**src/loop_status_defines.vh**
```
// Offsets, field positions and reset values of the loop status registers
`ifndef LOOP_STATUS_DEFINES_VH
`define LOOP_STATUS_DEFINES_VH

`define ADDR_W              9
`define OFF_LIVE_1          9'h056
`define OFF_LIVE_2          9'h057
`define OFF_LATCH_1         9'h059
`define OFF_LATCH_2         9'h05a
`define OFF_IRQ_EN_1        9'h05b
`define OFF_IRQ_EN_2        9'h05c
`define OFF_TUNE_B0         9'h065
`define OFF_TUNE_B1         9'h066
`define OFF_TUNE_B2         9'h067
`define OFF_TUNE_B3         9'h068
`define OFF_PHASE_B0        9'h07d
`define OFF_PHASE_B1        9'h07e
`define OFF_PHASE_B2        9'h07f
`define OFF_PHASE_B3        9'h080

`define BIT_LOCK_LOSS       5
`define BIT_TRACKING        4
`define BIT_HOLDOVER        3
`define BIT_LIMIT_HIT       2

`define RST_BYTE            8'h00
`define RST_WORD            32'h00000000

`endif

```
**src/byte_snapshot.v**
```verilog
// Coherent 32-bit snapshot of a four-byte read-only field
module byte_snapshot #(
    parameter WIDTH = 32                   // Field width
) (
    input  wire             clk,           // System clock
    input  wire             rst,           // Sync reset, active high
    input  wire [WIDTH-1:0] live,          // Live field value
    input  wire             capture,       // Pulse: take a new snapshot
    input  wire [1:0]       sel,           // Byte lane to present
    output wire [7:0]       rd_byte        // Selected byte
);
`include "loop_status_defines.vh"

    reg [WIDTH-1:0] snap_q;                // Held field image

    // Take a copy of the whole field when the lowest byte is read
    always @(posedge clk) begin
        if (rst) begin
            snap_q <= `RST_WORD;
        end else if (capture) begin
            snap_q <= live;
        end
    end

    // Low byte reads straight through so it matches the snapshot taken
    assign rd_byte = capture ? live[7:0] : snap_q[sel*8 +: 8];

endmodule // byte_snapshot

```
**src/dpll_status_irq_and_readout.v**
```verilog
// Loop status flags, interrupt enables, summary and offset/phase readout
`include "loop_status_defines.vh"
module dpll_status_irq_and_readout (
    input  wire                 clk,             // System clock 25 MHz
    input  wire                 rst,             // Sync reset, active high
    input  wire [`ADDR_W-1:0]   addr,            // Register address
    input  wire                 wr_en,           // Write strobe, one cycle
    input  wire [7:0]           wr_data,         // Write data
    input  wire                 rd_en,           // Read strobe, one cycle
    output reg  [7:0]           rd_data,         // Read data, registered
    input  wire                 lock_loss_live,  // Live loss of lock
    input  wire                 tracking_live,   // Live tracking state
    input  wire                 holdover_live,   // Live digital hold state
    input  wire                 limit_hit_live,  // Live frequency limited
    input  wire [31:0]          tuning_offset,   // Signed tuning offset
    input  wire [31:0]          phase_value,     // Signed phase detector
    output wire                 loop_irq_summary // Enabled flag summary
);

    // Enable registers
    reg        lock_loss_irq_enable_q;   // Lock-loss enable
    reg        tracking_irq_enable_q;    // Tracking enable
    reg        holdover_irq_enable_q;    // Holdover enable
    reg        limit_hit_irq_enable_q;   // Limit-hit enable

    // Latched change flags
    reg        lock_loss_change_flag_q;  // Lock-loss changed
    reg        tracking_change_flag_q;   // Tracking changed
    reg        holdover_change_flag_q;   // Holdover changed
    reg        limit_hit_change_flag_q;  // Limit-hit changed

    // Previous live levels for change detection
    reg  [3:0] live_prev_q;              // Live bits one cycle ago
    reg        prev_valid_q;             // Previous levels are meaningful

    wire [3:0] live_now;                 // Live bits this cycle
    wire [3:0] changed;                  // Change events
    wire       wr_latch_1;               // Write to latched register 1
    wire       wr_latch_2;               // Write to latched register 2
    wire [7:0] tune_byte;                // Tuning snapshot byte
    wire [7:0] phase_byte;               // Phase snapshot byte
    wire       tune_cap;                 // Low tuning byte read
    wire       phase_cap;                // Low phase byte read

    // Returns the next value of a write-1-to-clear flag; set wins
    function next_flag;
        input cur;
        input set;
        input clr;
        begin
            next_flag = set | (cur & ~clr);
        end
    endfunction

    assign live_now = {limit_hit_live, lock_loss_live,
                       tracking_live, holdover_live};
    assign changed  = prev_valid_q ? (live_now ^ live_prev_q) : 4'h0;

    assign wr_latch_1 = wr_en && (addr == `OFF_LATCH_1);
    assign wr_latch_2 = wr_en && (addr == `OFF_LATCH_2);

    // Track live levels; first cycle after reset only primes them
    always @(posedge clk) begin
        if (rst) begin
            live_prev_q  <= 4'h0;
            prev_valid_q <= 1'b0;
        end else begin
            live_prev_q  <= live_now;
            prev_valid_q <= 1'b1;
        end
    end

    // Latched flags: set on live change, cleared by writing 1
    always @(posedge clk) begin
        if (rst) begin
            lock_loss_change_flag_q <= 1'b0;
            tracking_change_flag_q  <= 1'b0;
            holdover_change_flag_q  <= 1'b0;
            limit_hit_change_flag_q <= 1'b0;
        end else begin
            lock_loss_change_flag_q <= next_flag(lock_loss_change_flag_q,
                changed[2], wr_latch_1 & wr_data[`BIT_LOCK_LOSS]);
            tracking_change_flag_q  <= next_flag(tracking_change_flag_q,
                changed[1], wr_latch_1 & wr_data[`BIT_TRACKING]);
            holdover_change_flag_q  <= next_flag(holdover_change_flag_q,
                changed[0], wr_latch_1 & wr_data[`BIT_HOLDOVER]);
            limit_hit_change_flag_q <= next_flag(limit_hit_change_flag_q,
                changed[3], wr_latch_2 & wr_data[`BIT_LIMIT_HIT]);
        end
    end

    // Enable register writes
    always @(posedge clk) begin
        if (rst) begin
            lock_loss_irq_enable_q <= 1'b0;
            tracking_irq_enable_q  <= 1'b0;
            holdover_irq_enable_q  <= 1'b0;
            limit_hit_irq_enable_q <= 1'b0;
        end else if (wr_en) begin
            if (addr == `OFF_IRQ_EN_1) begin
                lock_loss_irq_enable_q <= wr_data[`BIT_LOCK_LOSS];
                tracking_irq_enable_q  <= wr_data[`BIT_TRACKING];
                holdover_irq_enable_q  <= wr_data[`BIT_HOLDOVER];
            end
            if (addr == `OFF_IRQ_EN_2) begin
                limit_hit_irq_enable_q <= wr_data[`BIT_LIMIT_HIT];
            end
        end
    end

    // Summary of enabled flags
    assign loop_irq_summary =
          (lock_loss_change_flag_q & lock_loss_irq_enable_q)
        | (tracking_change_flag_q  & tracking_irq_enable_q)
        | (holdover_change_flag_q  & holdover_irq_enable_q)
        | (limit_hit_change_flag_q & limit_hit_irq_enable_q);

    // Snapshot strobes on low-byte reads
    assign tune_cap  = rd_en && (addr == `OFF_TUNE_B0);
    assign phase_cap = rd_en && (addr == `OFF_PHASE_B0);

    // Tuning offset readout, signed, read-only
    byte_snapshot #(
        .WIDTH   (32)
    ) u_tune_snap (
        .clk     (clk),
        .rst     (rst),
        .live    (tuning_offset),
        .capture (tune_cap),
        .sel     (addr[1:0] - 2'd1),
        .rd_byte (tune_byte)
    );

    // Phase detector readout, signed, read-only
    byte_snapshot #(
        .WIDTH   (32)
    ) u_phase_snap (
        .clk     (clk),
        .rst     (rst),
        .live    (phase_value),
        .capture (phase_cap),
        .sel     (addr[1:0] - 2'd1),
        .rd_byte (phase_byte)
    );

    // Registered read mux; unmapped addresses and reserved bits read 0
    always @(posedge clk) begin
        if (rst) begin
            rd_data <= `RST_BYTE;
        end else if (rd_en) begin
            case (addr)
                `OFF_LIVE_1: begin
                    rd_data <= {2'b00, lock_loss_live, tracking_live,
                                holdover_live, 3'b000};
                end
                `OFF_LIVE_2: begin
                    rd_data <= {5'b00000, limit_hit_live, 2'b00};
                end
                `OFF_LATCH_1: begin
                    rd_data <= {2'b00, lock_loss_change_flag_q,
                                tracking_change_flag_q,
                                holdover_change_flag_q, 3'b000};
                end
                `OFF_LATCH_2: begin
                    rd_data <= {5'b00000, limit_hit_change_flag_q, 2'b00};
                end
                `OFF_IRQ_EN_1: begin
                    rd_data <= {2'b00, lock_loss_irq_enable_q,
                                tracking_irq_enable_q,
                                holdover_irq_enable_q, 3'b000};
                end
                `OFF_IRQ_EN_2: begin
                    rd_data <= {5'b00000, limit_hit_irq_enable_q, 2'b00};
                end
                `OFF_TUNE_B0, `OFF_TUNE_B1,
                `OFF_TUNE_B2, `OFF_TUNE_B3: begin
                    rd_data <= tune_byte;
                end
                `OFF_PHASE_B0, `OFF_PHASE_B1,
                `OFF_PHASE_B2, `OFF_PHASE_B3: begin
                    rd_data <= phase_byte;
                end
                default: begin
                    rd_data <= `RST_BYTE;
                end
            endcase
        end
    end

endmodule // dpll_status_irq_and_readout

```
**config.mk**
```make
export PLATFORM = sky130hd
export DESIGN_NAME = dpll_status_irq_and_readout
export DESIGN_NICKNAME = d
export VERILOG_FILES = /design/src/byte_snapshot.v /design/src/dpll_status_irq_and_readout.v
export VERILOG_INCLUDE_DIRS = /design/src /design/src/src
export SDC_FILE = /design/constraint.sdc
export NUM_CORES = 1
export LEC_CHECK = 0
export ABC_AREA = 0
export BUFFER_PORTS_ARGS = -buffer_cell sky130_fd_sc_hd__buf_2
export CORE_MARGIN = 2
export CORE_UTILIZATION = 33
export CTS_CLUSTER_SIZE = 14
export DETAILED_ROUTE_END_ITERATION = 10
export SLEW_MARGIN = 10
export SYNTH_ARGS = -nofsm -noshare
export SYNTH_HDL_FRONTEND = slang
export SYNTH_SLANG_ARGS = --single-unit
```
**constraint.sdc**
```tcl
create_clock -name clk -period 5.4 [get_ports clk]
set_clock_uncertainty 0.2 [all_clocks]
set_input_delay 1.08 -clock clk [delete_from_list [all_inputs] [get_ports clk]]
set_output_delay 1.08 -clock clk [all_outputs]
set_load 0.03 [all_outputs]
```
==> impl_metrics.tcl, run 1 <==
set metrics [dict create \
    status "finished, final reports clean" \
    clk_latency_ps 330 \
    critical_path_peak_fanout 36 \
    cts.clk_slew.worst_paths_ps 60 \
    drt-initial-drc-count 166 \
    fill_cells 1192 \
    coreArea_sq_um 11960 \
    cts.path.max_buffers 2 \
    setup_violations 0 \
    dpl.hpwl_microns 7619 \
    clock-sinks 85 \
    total_power_mw 1.392 \
    r2r_start "u_phase_snap.snap_q[2]" \
    grt_pass1_vias 3427 \
    via_count 3485 \
    port_buffers 93 \
    gp_congestion 0.8442 \
    cts-resized-gates 0 \
    startpoint_type "input port" \
    overflow 0 \
    synth-compound-area-share 0.1580 \
    finalNetCount 629 \
    fmax_mhz 269.4 \
    placed_cells 672 \
    stdcell_count 688 \
    seq_area_frac_synth 0.4238 \
    postRouteAntennaNets 0 \
    synth_seq_cells 85 \
    htreeDepth 3 \
    synthFlopType "dfxtp_1" \
    ios 98 \
    maxSlewViolCount 0 \
    worst-endpoint-required_ps 5420 \
    cts_setup_buffers 0 \
    hold_start "u_tune_snap.snap_q[31]" \
    cts_tree "built" \
    hold_path.class "register to register" \
    worstSetupStartpoint "addr[0]" \
    synth_top_family_by_area "simple AND/OR/NAND/NOR gates" \
    synth-xor-area-share 0.008725 \
    drc 0 \
    syn-num-nets 552 \
    cts_buffers 9 \
    drive_gt1_frac 0.2366 \
    fin_tns_setup_ps 0 \
    start_util 0.3357 \
    synth_edf_count 0 \
    diodes 0 \
    syn_inst 459 \
    groute.usage.overall 0.1624 \
    area_delta_synth_final_pct 20.50 \
    critPathKind "input port to register" \
    wl_per_cell_microns 15.05 \
    fp.dieW_microns 114.3 \
    ys_warn_count 0 \
    final_cell_mix "nand2_1, buf_2, dfxtp_1, a21oi_1, mux4_1" \
    cts_root_buffer "clkbuf_16" \
    final-hold-violation-count 0 \
    fin_crit_sh 0.6873 \
    final_common_cell "nand2_1" \
    routed_wl_microns 10360 \
    dieArea_sq_um 13070 \
    period_minus_slack_ps 3712 \
    ctsHoldBuffers 0 \
    end_kind "register" \
    power.density_nw_per_um2 287.7 \
    grt_pass1_wl_microns 16580 \
    post_synth.cell_area_avg_sq_um 8.747 \
    synth.distinct_cells 49 \
    critPathArrivalTime_ps 3730 \
    synth-simple-area-share 0.2082 \
    rsz0062_at_grt "no" \
    rows 40 \
    worst_pin_slew_ps 1203 \
    drt_pass1_iterations 4 \
    ir_drop_v 0.0001142 \
    antenna_found_initial 0 \
    post_drt_via_cell_ratio 5.065 \
    synthAdderAreaFrac 0.01246 \
    synthArstFlopShare 0 \
    power.leakage_nw 1.966 \
    slew_headroom 0.1977 \
    synth_area_sq_um 4015 \
    drv_cap 0 \
    grt_max_degree 45 \
    die_h_microns 114.3 \
    muxShareOfSynthArea 0.1380 \
]
[worst max-delay path, stage by stage]
cell and delay, ps:
buf_2 440, ha_1 450, nand4b_2 280, or3_1 870, nand2_1 220, a21oi_1 100, a221o_1 260
[final timing paths]
path	to	slack [ps]	cells after the start
min	u_tune_snap.snap_q[31]	250	2
max reg2reg	rd_data[2]	3600	4
max	rd_data[6]	1690	7
min reg2reg	u_tune_snap.snap_q[31]	250	2
[per-stage QoR]
step	util	worst slack [ps]	instance area (sq um)	hold slack [ps]
floorplan	-	2309	4015	231.5
global placement	0.3773	1400	4513	237.1
detailed placement	0.3773	1355	4513	243.3
CTS	0.4045	1705	4838	251.4
global route	0.4045	1544	4838	266.9
finish	0.4045	1688	4838	250.4
[area by class of cell]
type | count | area (sq um) | area share
Inverter | 6 | 22.52 | 0.004655
Tap cell | 147 | 183.9 | 0.03801
Sequential cell | 85 | 1702 | 0.3517
Multi-Input combinational cell | 337 | 2110 | 0.4360
Timing Repair Buffer | 97 | 495.5 | 0.1024
Clock inverter | 6 | 86.33 | 0.01784
Clock buffer | 10 | 239.0 | 0.04939
[report_power, final]
group / leakage [nW] / switching, mW / internal [mW]
Sequential: 0.687 / 0.00363 / 0.633
Combinational: 1.12 / 0.0539 / 0.0419
Clock: 0.158 / 0.243 / 0.417
[synthesized netlist by cell type, drive strengths merged, types with 2 or more instances]
master,n,area share
a211o,2,0.0044
a211oi,2,0.0037
a21oi,72,0.090
a221o,2,0.0050
a22o,3,0.0065
a22oi,3,0.0069
a311oi,3,0.0065
a32oi,4,0.0087
and2,2,0.0034
and3,3,0.0047
buf,15,0.029
clkbuf,15,0.014
dfxtp,85,0.42
ha,4,0.012
inv,6,0.0056
mux2,6,0.018
mux2i,7,0.017
mux4,16,0.10
nand2,151,0.14
nand3,6,0.0075
nand4,2,0.0031
nor2,13,0.012
nor2b,6,0.0093
nor3,4,0.0075
nor3b,2,0.0037
o21ai,4,0.0050
o22a,3,0.0065
or3,2,0.0031
xor2,4,0.0087
[kinds of logic after synthesis]
logic type                 after synthesis
and+or+nand+nor                        196
AOI/OAI and AO/OA                      104
DFF                                     85
buffers and inverters                   37
muxes                                   29
xor gates and xnor gates                 4
adders and majority gates                4
[layer usage]
metal  part of all wire  track usage
met4              0.021      0.07805
met5                  0            0
met3              0.049      0.03176
met1               0.46       0.2112
met2               0.47       0.2595
[flip-flops by register name, summed over array words and instances, names as in the netlist]
signal                   count
u_phase_snap.snap_q         32
u_tune_snap.snap_q          32
rd_data                      8
live_prev_q                  4
holdover_change_flag_q       1
holdover_irq_enable_q        1
limit_hit_change_flag_q      1
limit_hit_irq_enable_q       1
lock_loss_change_flag_q      1
lock_loss_irq_enable_q       1
prev_valid_q                 1
tracking_change_flag_q       1
tracking_irq_enable_q        1
(Power assumes the default switching activity.)
==> inputs of run 2 (changes only) <==
Settings changed: ABC_AREA 0 to 1.
Clock period 5.4 ns to 3.5 ns, I/O delays scaled along.
==> run 2 against run 1 <==
  * Clock power increased by 48%
  * Synthesized cell count grew 36%
  * Combinational power increased by 120%
  * Critical path type unchanged
  * Area after synthesis grew 3.7%
  * Die area rose by 3.6%
  * Global-route usage increased by 0.65 points
  * First-iteration DRC count is 19% higher
  * Worst hold slack improved by 4.3 ps
  * Wire length rose by 6.4%
  * Register-to-register slack worse by 1500 ps
  * Core utilization fell by 0.22 points
  * Via count increased by 17%
==> impl_metrics.tcl, run 2 <==
set metrics [dict create \
    status "finished, final reports clean" \
    antenna_found_initial 0 \
    seq_area_frac_synth 0.4085 \
    setup_violations 0 \
    final_common_cell "nand2_1" \
    cts_root_buffer "clkbuf_16" \
    worst-endpoint-required_ps 3500 \
    cts_tree "built" \
    startpoint_type "input port" \
    overflow 0 \
    cts.path.max_buffers 2 \
    routed_wl_microns 11020 \
    synth_area_leaders "dfxtp_1, nand2_1, nor2_1, o21ai_0, nand3_1" \
    dpl.hpwl_microns 8039 \
    critPathKind "input port to register" \
    coreArea_sq_um 12470 \
    cts_buffers 9 \
    critPathArrivalTime_ps 2290 \
    gp_congestion 0.8471 \
    wl_per_cell_microns 12.55 \
    hold_path.class "register to register" \
    fin_tns_setup_ps 0 \
    groute.usage.overall 0.1689 \
    power.leakage_nw 2.234 \
    die_h_microns 116.3 \
    power.density_nw_per_um2 433.1 \
    critical_path_peak_fanout 15 \
    period_minus_slack_ps 2282 \
    diodes 0 \
    final_cell_mix "nand2_1, nor2_1, buf_2, dfxtp_1, o21ai_0" \
    post_synth.cell_area_avg_sq_um 6.686 \
    cts.clk_slew.worst_paths_ps 60 \
    rows 41 \
    via_count 4078 \
    synthFlopType "dfxtp_1" \
    clock-sinks 85 \
    yosys.area.top_type "dfxtp_1" \
    port_buffers 93 \
    fmax_mhz 438.2 \
    maxSlewViolCount 0 \
    grt_max_degree 57 \
    start_util 0.3341 \
    synth_seq_cells 85 \
    slew_headroom 0.5511 \
    grt_pass1_wl_microns 17910 \
    top_regs "u_phase_snap.snap_q: 32 flops, u_tune_snap.snap_q: 32 flops, rd_data: 8 flops" \
    clk_latency_ps 350 \
    drt_pass1_iterations 4 \
    yosys.cell_count.top_type "nand2_1" \
    total_power_mw 2.172 \
    fp.dieW_microns 116.3 \
    synth.distinct_cells 29 \
    fin_crit_sh 0.6520 \
    end_kind "register" \
    grt_pass1_vias 3911 \
    finalNetCount 794 \
    synth_area_sq_um 4165 \
    syn-num-nets 716 \
    synth_top_area_share 0.4085 \
    worst_pin_slew_ps 670.9 \
    ir_drop_v 0.0002243 \
    final-hold-violation-count 0 \
    post_drt_via_cell_ratio 4.645 \
    area_delta_synth_final_pct 20.40 \
    postRouteAntennaNets 0 \
    ctsHoldBuffers 0 \
    ys_warn_count 0 \
    htreeDepth 3 \
    synth_edf_count 0 \
    dieArea_sq_um 13540 \
    syn_inst 623 \
    ios 98 \
    fill_cells 1311 \
    drt-initial-drc-count 197 \
    drive_gt1_frac 0.1870 \
    rsz0062_at_grt "no" \
    synth_commonest_cells "nand2_1, nor2_1, dfxtp_1" \
    drc 0 \
    cts-resized-gates 0 \
    cts_setup_buffers 0 \
    drv_cap 0 \
    synthArstFlopShare 0 \
]
## run 2: changes by cell type in the layout (fill, tap and decap cells not counted), moves of 7 or more
cell | previous run | this run
o21ai_0 | 4 | 69
inv_1 | 6 | 52
nor2_1 | 13 | 95
mux2i_1 | 7 | 0
a21oi_1 | 72 | 52
nand3_1 | 6 | 55
mux4_1 | 14 | 0
## run 2: per-layer routing
layer | global-route usage | vias to the layer above | wire [microns]
li1 | - | 2154 | -
met1 | 0.2130 | 1805 | 5040
met2 | 0.2810 | 101 | 5081
met3 | 0.04152 | 18 | 634
met4 | 0.06111 | 0 | 262
met5 | 0 | - | 0
## run 2: where the power goes
part	switching (mW)	internal, mW
Clock	0.398	0.577
Combinational	0.130	0.0819
Sequential	0.00671	0.977
Total	0.535	1.64
## run 2: logic make-up (layout without fill, tap and decap cells)
kind of cell	Yosys count	in the layout	synth area share
and+or+nand+nor	313	313	0.3163
AOI/OAI and AO/OA	128	128	0.1583
buffers and inverters	89	172	0.09642
DFF	85	85	0.4085
adders and majority gates	4	4	0.01202
xor gates and xnor gates	4	4	0.008410
## run 2: worst max-delay path, stage by stage
cell     delay, ps
buf_2          130
inv_2           60
ha_1           300
inv_1          440
nand3_1        180
nand2_1        100
nand2_1         50
nand3_1        120
nand3_1         80
nand2_1         60
a21oi_1         60
## run 2: through the flow
step	util	instance area, sq um	hold WS (ps)	worst slack (ps)	std cells
after global routing	0.4023	5015	272.6	1015	878
after floorplan	-	4165	224.5	1106	623
after detailed placement	0.3776	4707	247.4	869.8	862
after CTS	0.4023	5015	257.6	1233	878
after global placement	0.3776	4707	241.9	908.7	862
final	0.4023	5015	254.7	1218	878
## run 2: worst paths after layout
kind / startpoint / end / slack [ps] / depth (start not counted)
max: addr[0] / rd_data[2] / 1220 / 11
min: u_tune_snap.snap_q[13] / u_tune_snap.snap_q[13] / 250 / 2
max reg2reg: u_phase_snap.snap_q[5] / rd_data[5] / 2120 / 9
min reg2reg: u_tune_snap.snap_q[13] / u_tune_snap.snap_q[13] / 250 / 2
## run 2: cell type report
type	count	area, sq um	area share
Multi-Input combinational cell	449	2062	0.4112
Sequential cell	85	1702	0.3393
Timing Repair Buffer	100	518.0	0.1033
Clock buffer	10	239.0	0.04765
Tap cell	172	215.2	0.04291
Inverter	56	210.2	0.04192
Clock inverter	6	68.82	0.01372
==> inputs of run 3 (changes only) <==
Clock period 3.5 ns to 1.9 ns, I/O delays scaled along.
==> run 3 against run 2 <==
  * Global-route usage rose by 0.69 points
  * Critical path depth grew 2
  * Sequential cell count unchanged
  * Clock power grew 92%
==> impl_metrics.tcl, run 3 (synthesized netlist as in run 2, its figures left out) <==
set metrics [dict create \
    critPathArrivalTime_ps 1800 \
    drv_cap 0 \
    hold_start "phase_value[23]" \
    grt_max_degree 52 \
    gp_congestion 0.8184 \
    fin_util 0.4287 \
    worst_r2r_endpoint "rd_data[5]" \
    grt_pass1_vias 4088 \
    die_h_microns 116.3 \
    rows 41 \
    diodes 0 \
    cts_buffers 9 \
    placed_area_sq_um 4985 \
    startpoint_type "input port" \
    status "finished, final reports clean" \
    finalNetCount 829 \
    htreeDepth 3 \
    period_minus_slack_ps 1794 \
    fin_tns_setup_ps 0 \
    drive_gt1_frac 0.2267 \
    maxSlewViolCount 0 \
    drt-initial-drc-count 201 \
    drt_pass1_iterations 5 \
    end_kind "register" \
    ir_drop_v 0.0004717 \
    power.density_nw_per_um2 769.3 \
    final_cell_mix "nand2_1, nor2_1, buf_2, dfxtp_1, o21ai_0" \
    fp.dieW_microns 116.3 \
    fin_ws_ps 105.6 \
    cp_common_cell "nand2_1" \
    start_util 0.3341 \
    post_drt_via_cell_ratio 4.668 \
    postRouteAntennaNets 0 \
    max_stage_delay_ps 180 \
    r2r_start "u_phase_snap.snap_q[5]" \
    overflow 0 \
    clock-sinks 85 \
    top_regs "u_phase_snap.snap_q: 32 flops, u_tune_snap.snap_q: 32 flops, rd_data: 8 flops" \
    cts_tree "built" \
    stdcell_count 913 \
    groute.usage.overall 0.1758 \
    placed_cells 894 \
    crit_path_cell_trace "buf_2, inv_1, ha_1, nand2_1, nor2_4, nand2_1, nor2_4, buf_12, nand2_1, nand3_1, nand3_1, nand2_1, a21oi_1" \
    fmax_mhz 557.3 \
    dpl.hpwl_microns 8456 \
    cts.path.max_buffers 2 \
    worst_pin_slew_ps 331.6 \
    holdWs_ps 97.57 \
    worst-endpoint-required_ps 1910 \
    hold_depth 3 \
    hold_path.class "input port to register" \
    drc 0 \
    slew_headroom 0.7790 \
    stdcell_area_sq_um 5344 \
    clk_latency_ps 330 \
    ff2ff_path_depth 9 \
    crit_slowest_cell "ha_1" \
    via_count 4262 \
    grt_pass1_wl_microns 18860 \
    area_delta_synth_final_pct 28.30 \
    r2r_slack_ps 550 \
    ios 98 \
    power.leakage_nw 2.423 \
    coreArea_sq_um 12470 \
    hold_path_end "u_phase_snap.snap_q[23]" \
    total_power_mw 4.111 \
    ctsHoldBuffers 0 \
    antenna_found_initial 0 \
    routed_wl_microns 11460 \
    critPathKind "input port to register" \
    cts_root_buffer "clkbuf_16" \
    setup_violations 0 \
    final_common_cell "nand2_1" \
    port_buffers 93 \
    dieArea_sq_um 13540 \
    final-hold-violation-count 0 \
    pre_cts_slack_ps -283.9 \
    cts.clk_slew.worst_paths_ps 70 \
    wl_per_cell_microns 12.56 \
    critPathTopFamily "simple AND/OR/NAND/NOR gates" \
    fin_crit_sh 0.9444 \
    critical_path_peak_fanout 5 \
    path_buf_inv 3 \
]
run 3: cell types whose count changed in the layout (fill, tap and decap cells not counted), sizes merged:
cell    previous run  this run
inv               58        56
clkbuf            10        12
buf              100       134
bufinv             1         2
run 3: worst max-delay path by stage:
stage,from,endpoint,depth (start not counted)
after global placement,addr[1],u_phase_snap.snap_q[2],10
after CTS,addr[1],u_phase_snap.snap_q[2],10
after floorplan,addr[0],rd_data[7],14
after detailed placement,addr[1],u_phase_snap.snap_q[2],10
after global routing,addr[1],rd_data[5],12
final,addr[1],rd_data[2],13
run 3: layer usage:
layer,part of all wire,wire [microns],track usage,vias to the layer above
met5,0,0,0,-
met4,0.011,127,0.05159,0
met3,0.051,589,0.03996,8
met2,0.47,5355,0.2938,98
met1,0.47,5390,0.2273,1937
li1,-,-,-,2219
run 3: repair_timing:
action / in CTS / in global routing
resized for setup: 0 / 2
setup endpoints to repair: 0 / 4
buffers inserted: 0 / 3
run 3: layout make-up:
type                            count  area [sq um]
Clock buffer                       11         232.7
Clock inverter                      5         85.08
Timing Repair Buffer              135         819.5
Inverter                           56         210.2
Tap cell                          172         215.2
Multi-Input combinational cell    449          2079
Fill cell                        1290          7122
Sequential cell                    85          1702
run 3: where the power goes:
group	internal (mW)	switching [mW]
logic	0.182	0.251
clock network	1.16	0.708
registers	1.80	0.0127
run 3: worst reg2reg max path: cells and delay by family, from the launching register on:
kind	cells	cell delay, ps
AOI/OAI and AO/OA	1	60
DFF	1	310
and+or+nand+nor	8	660
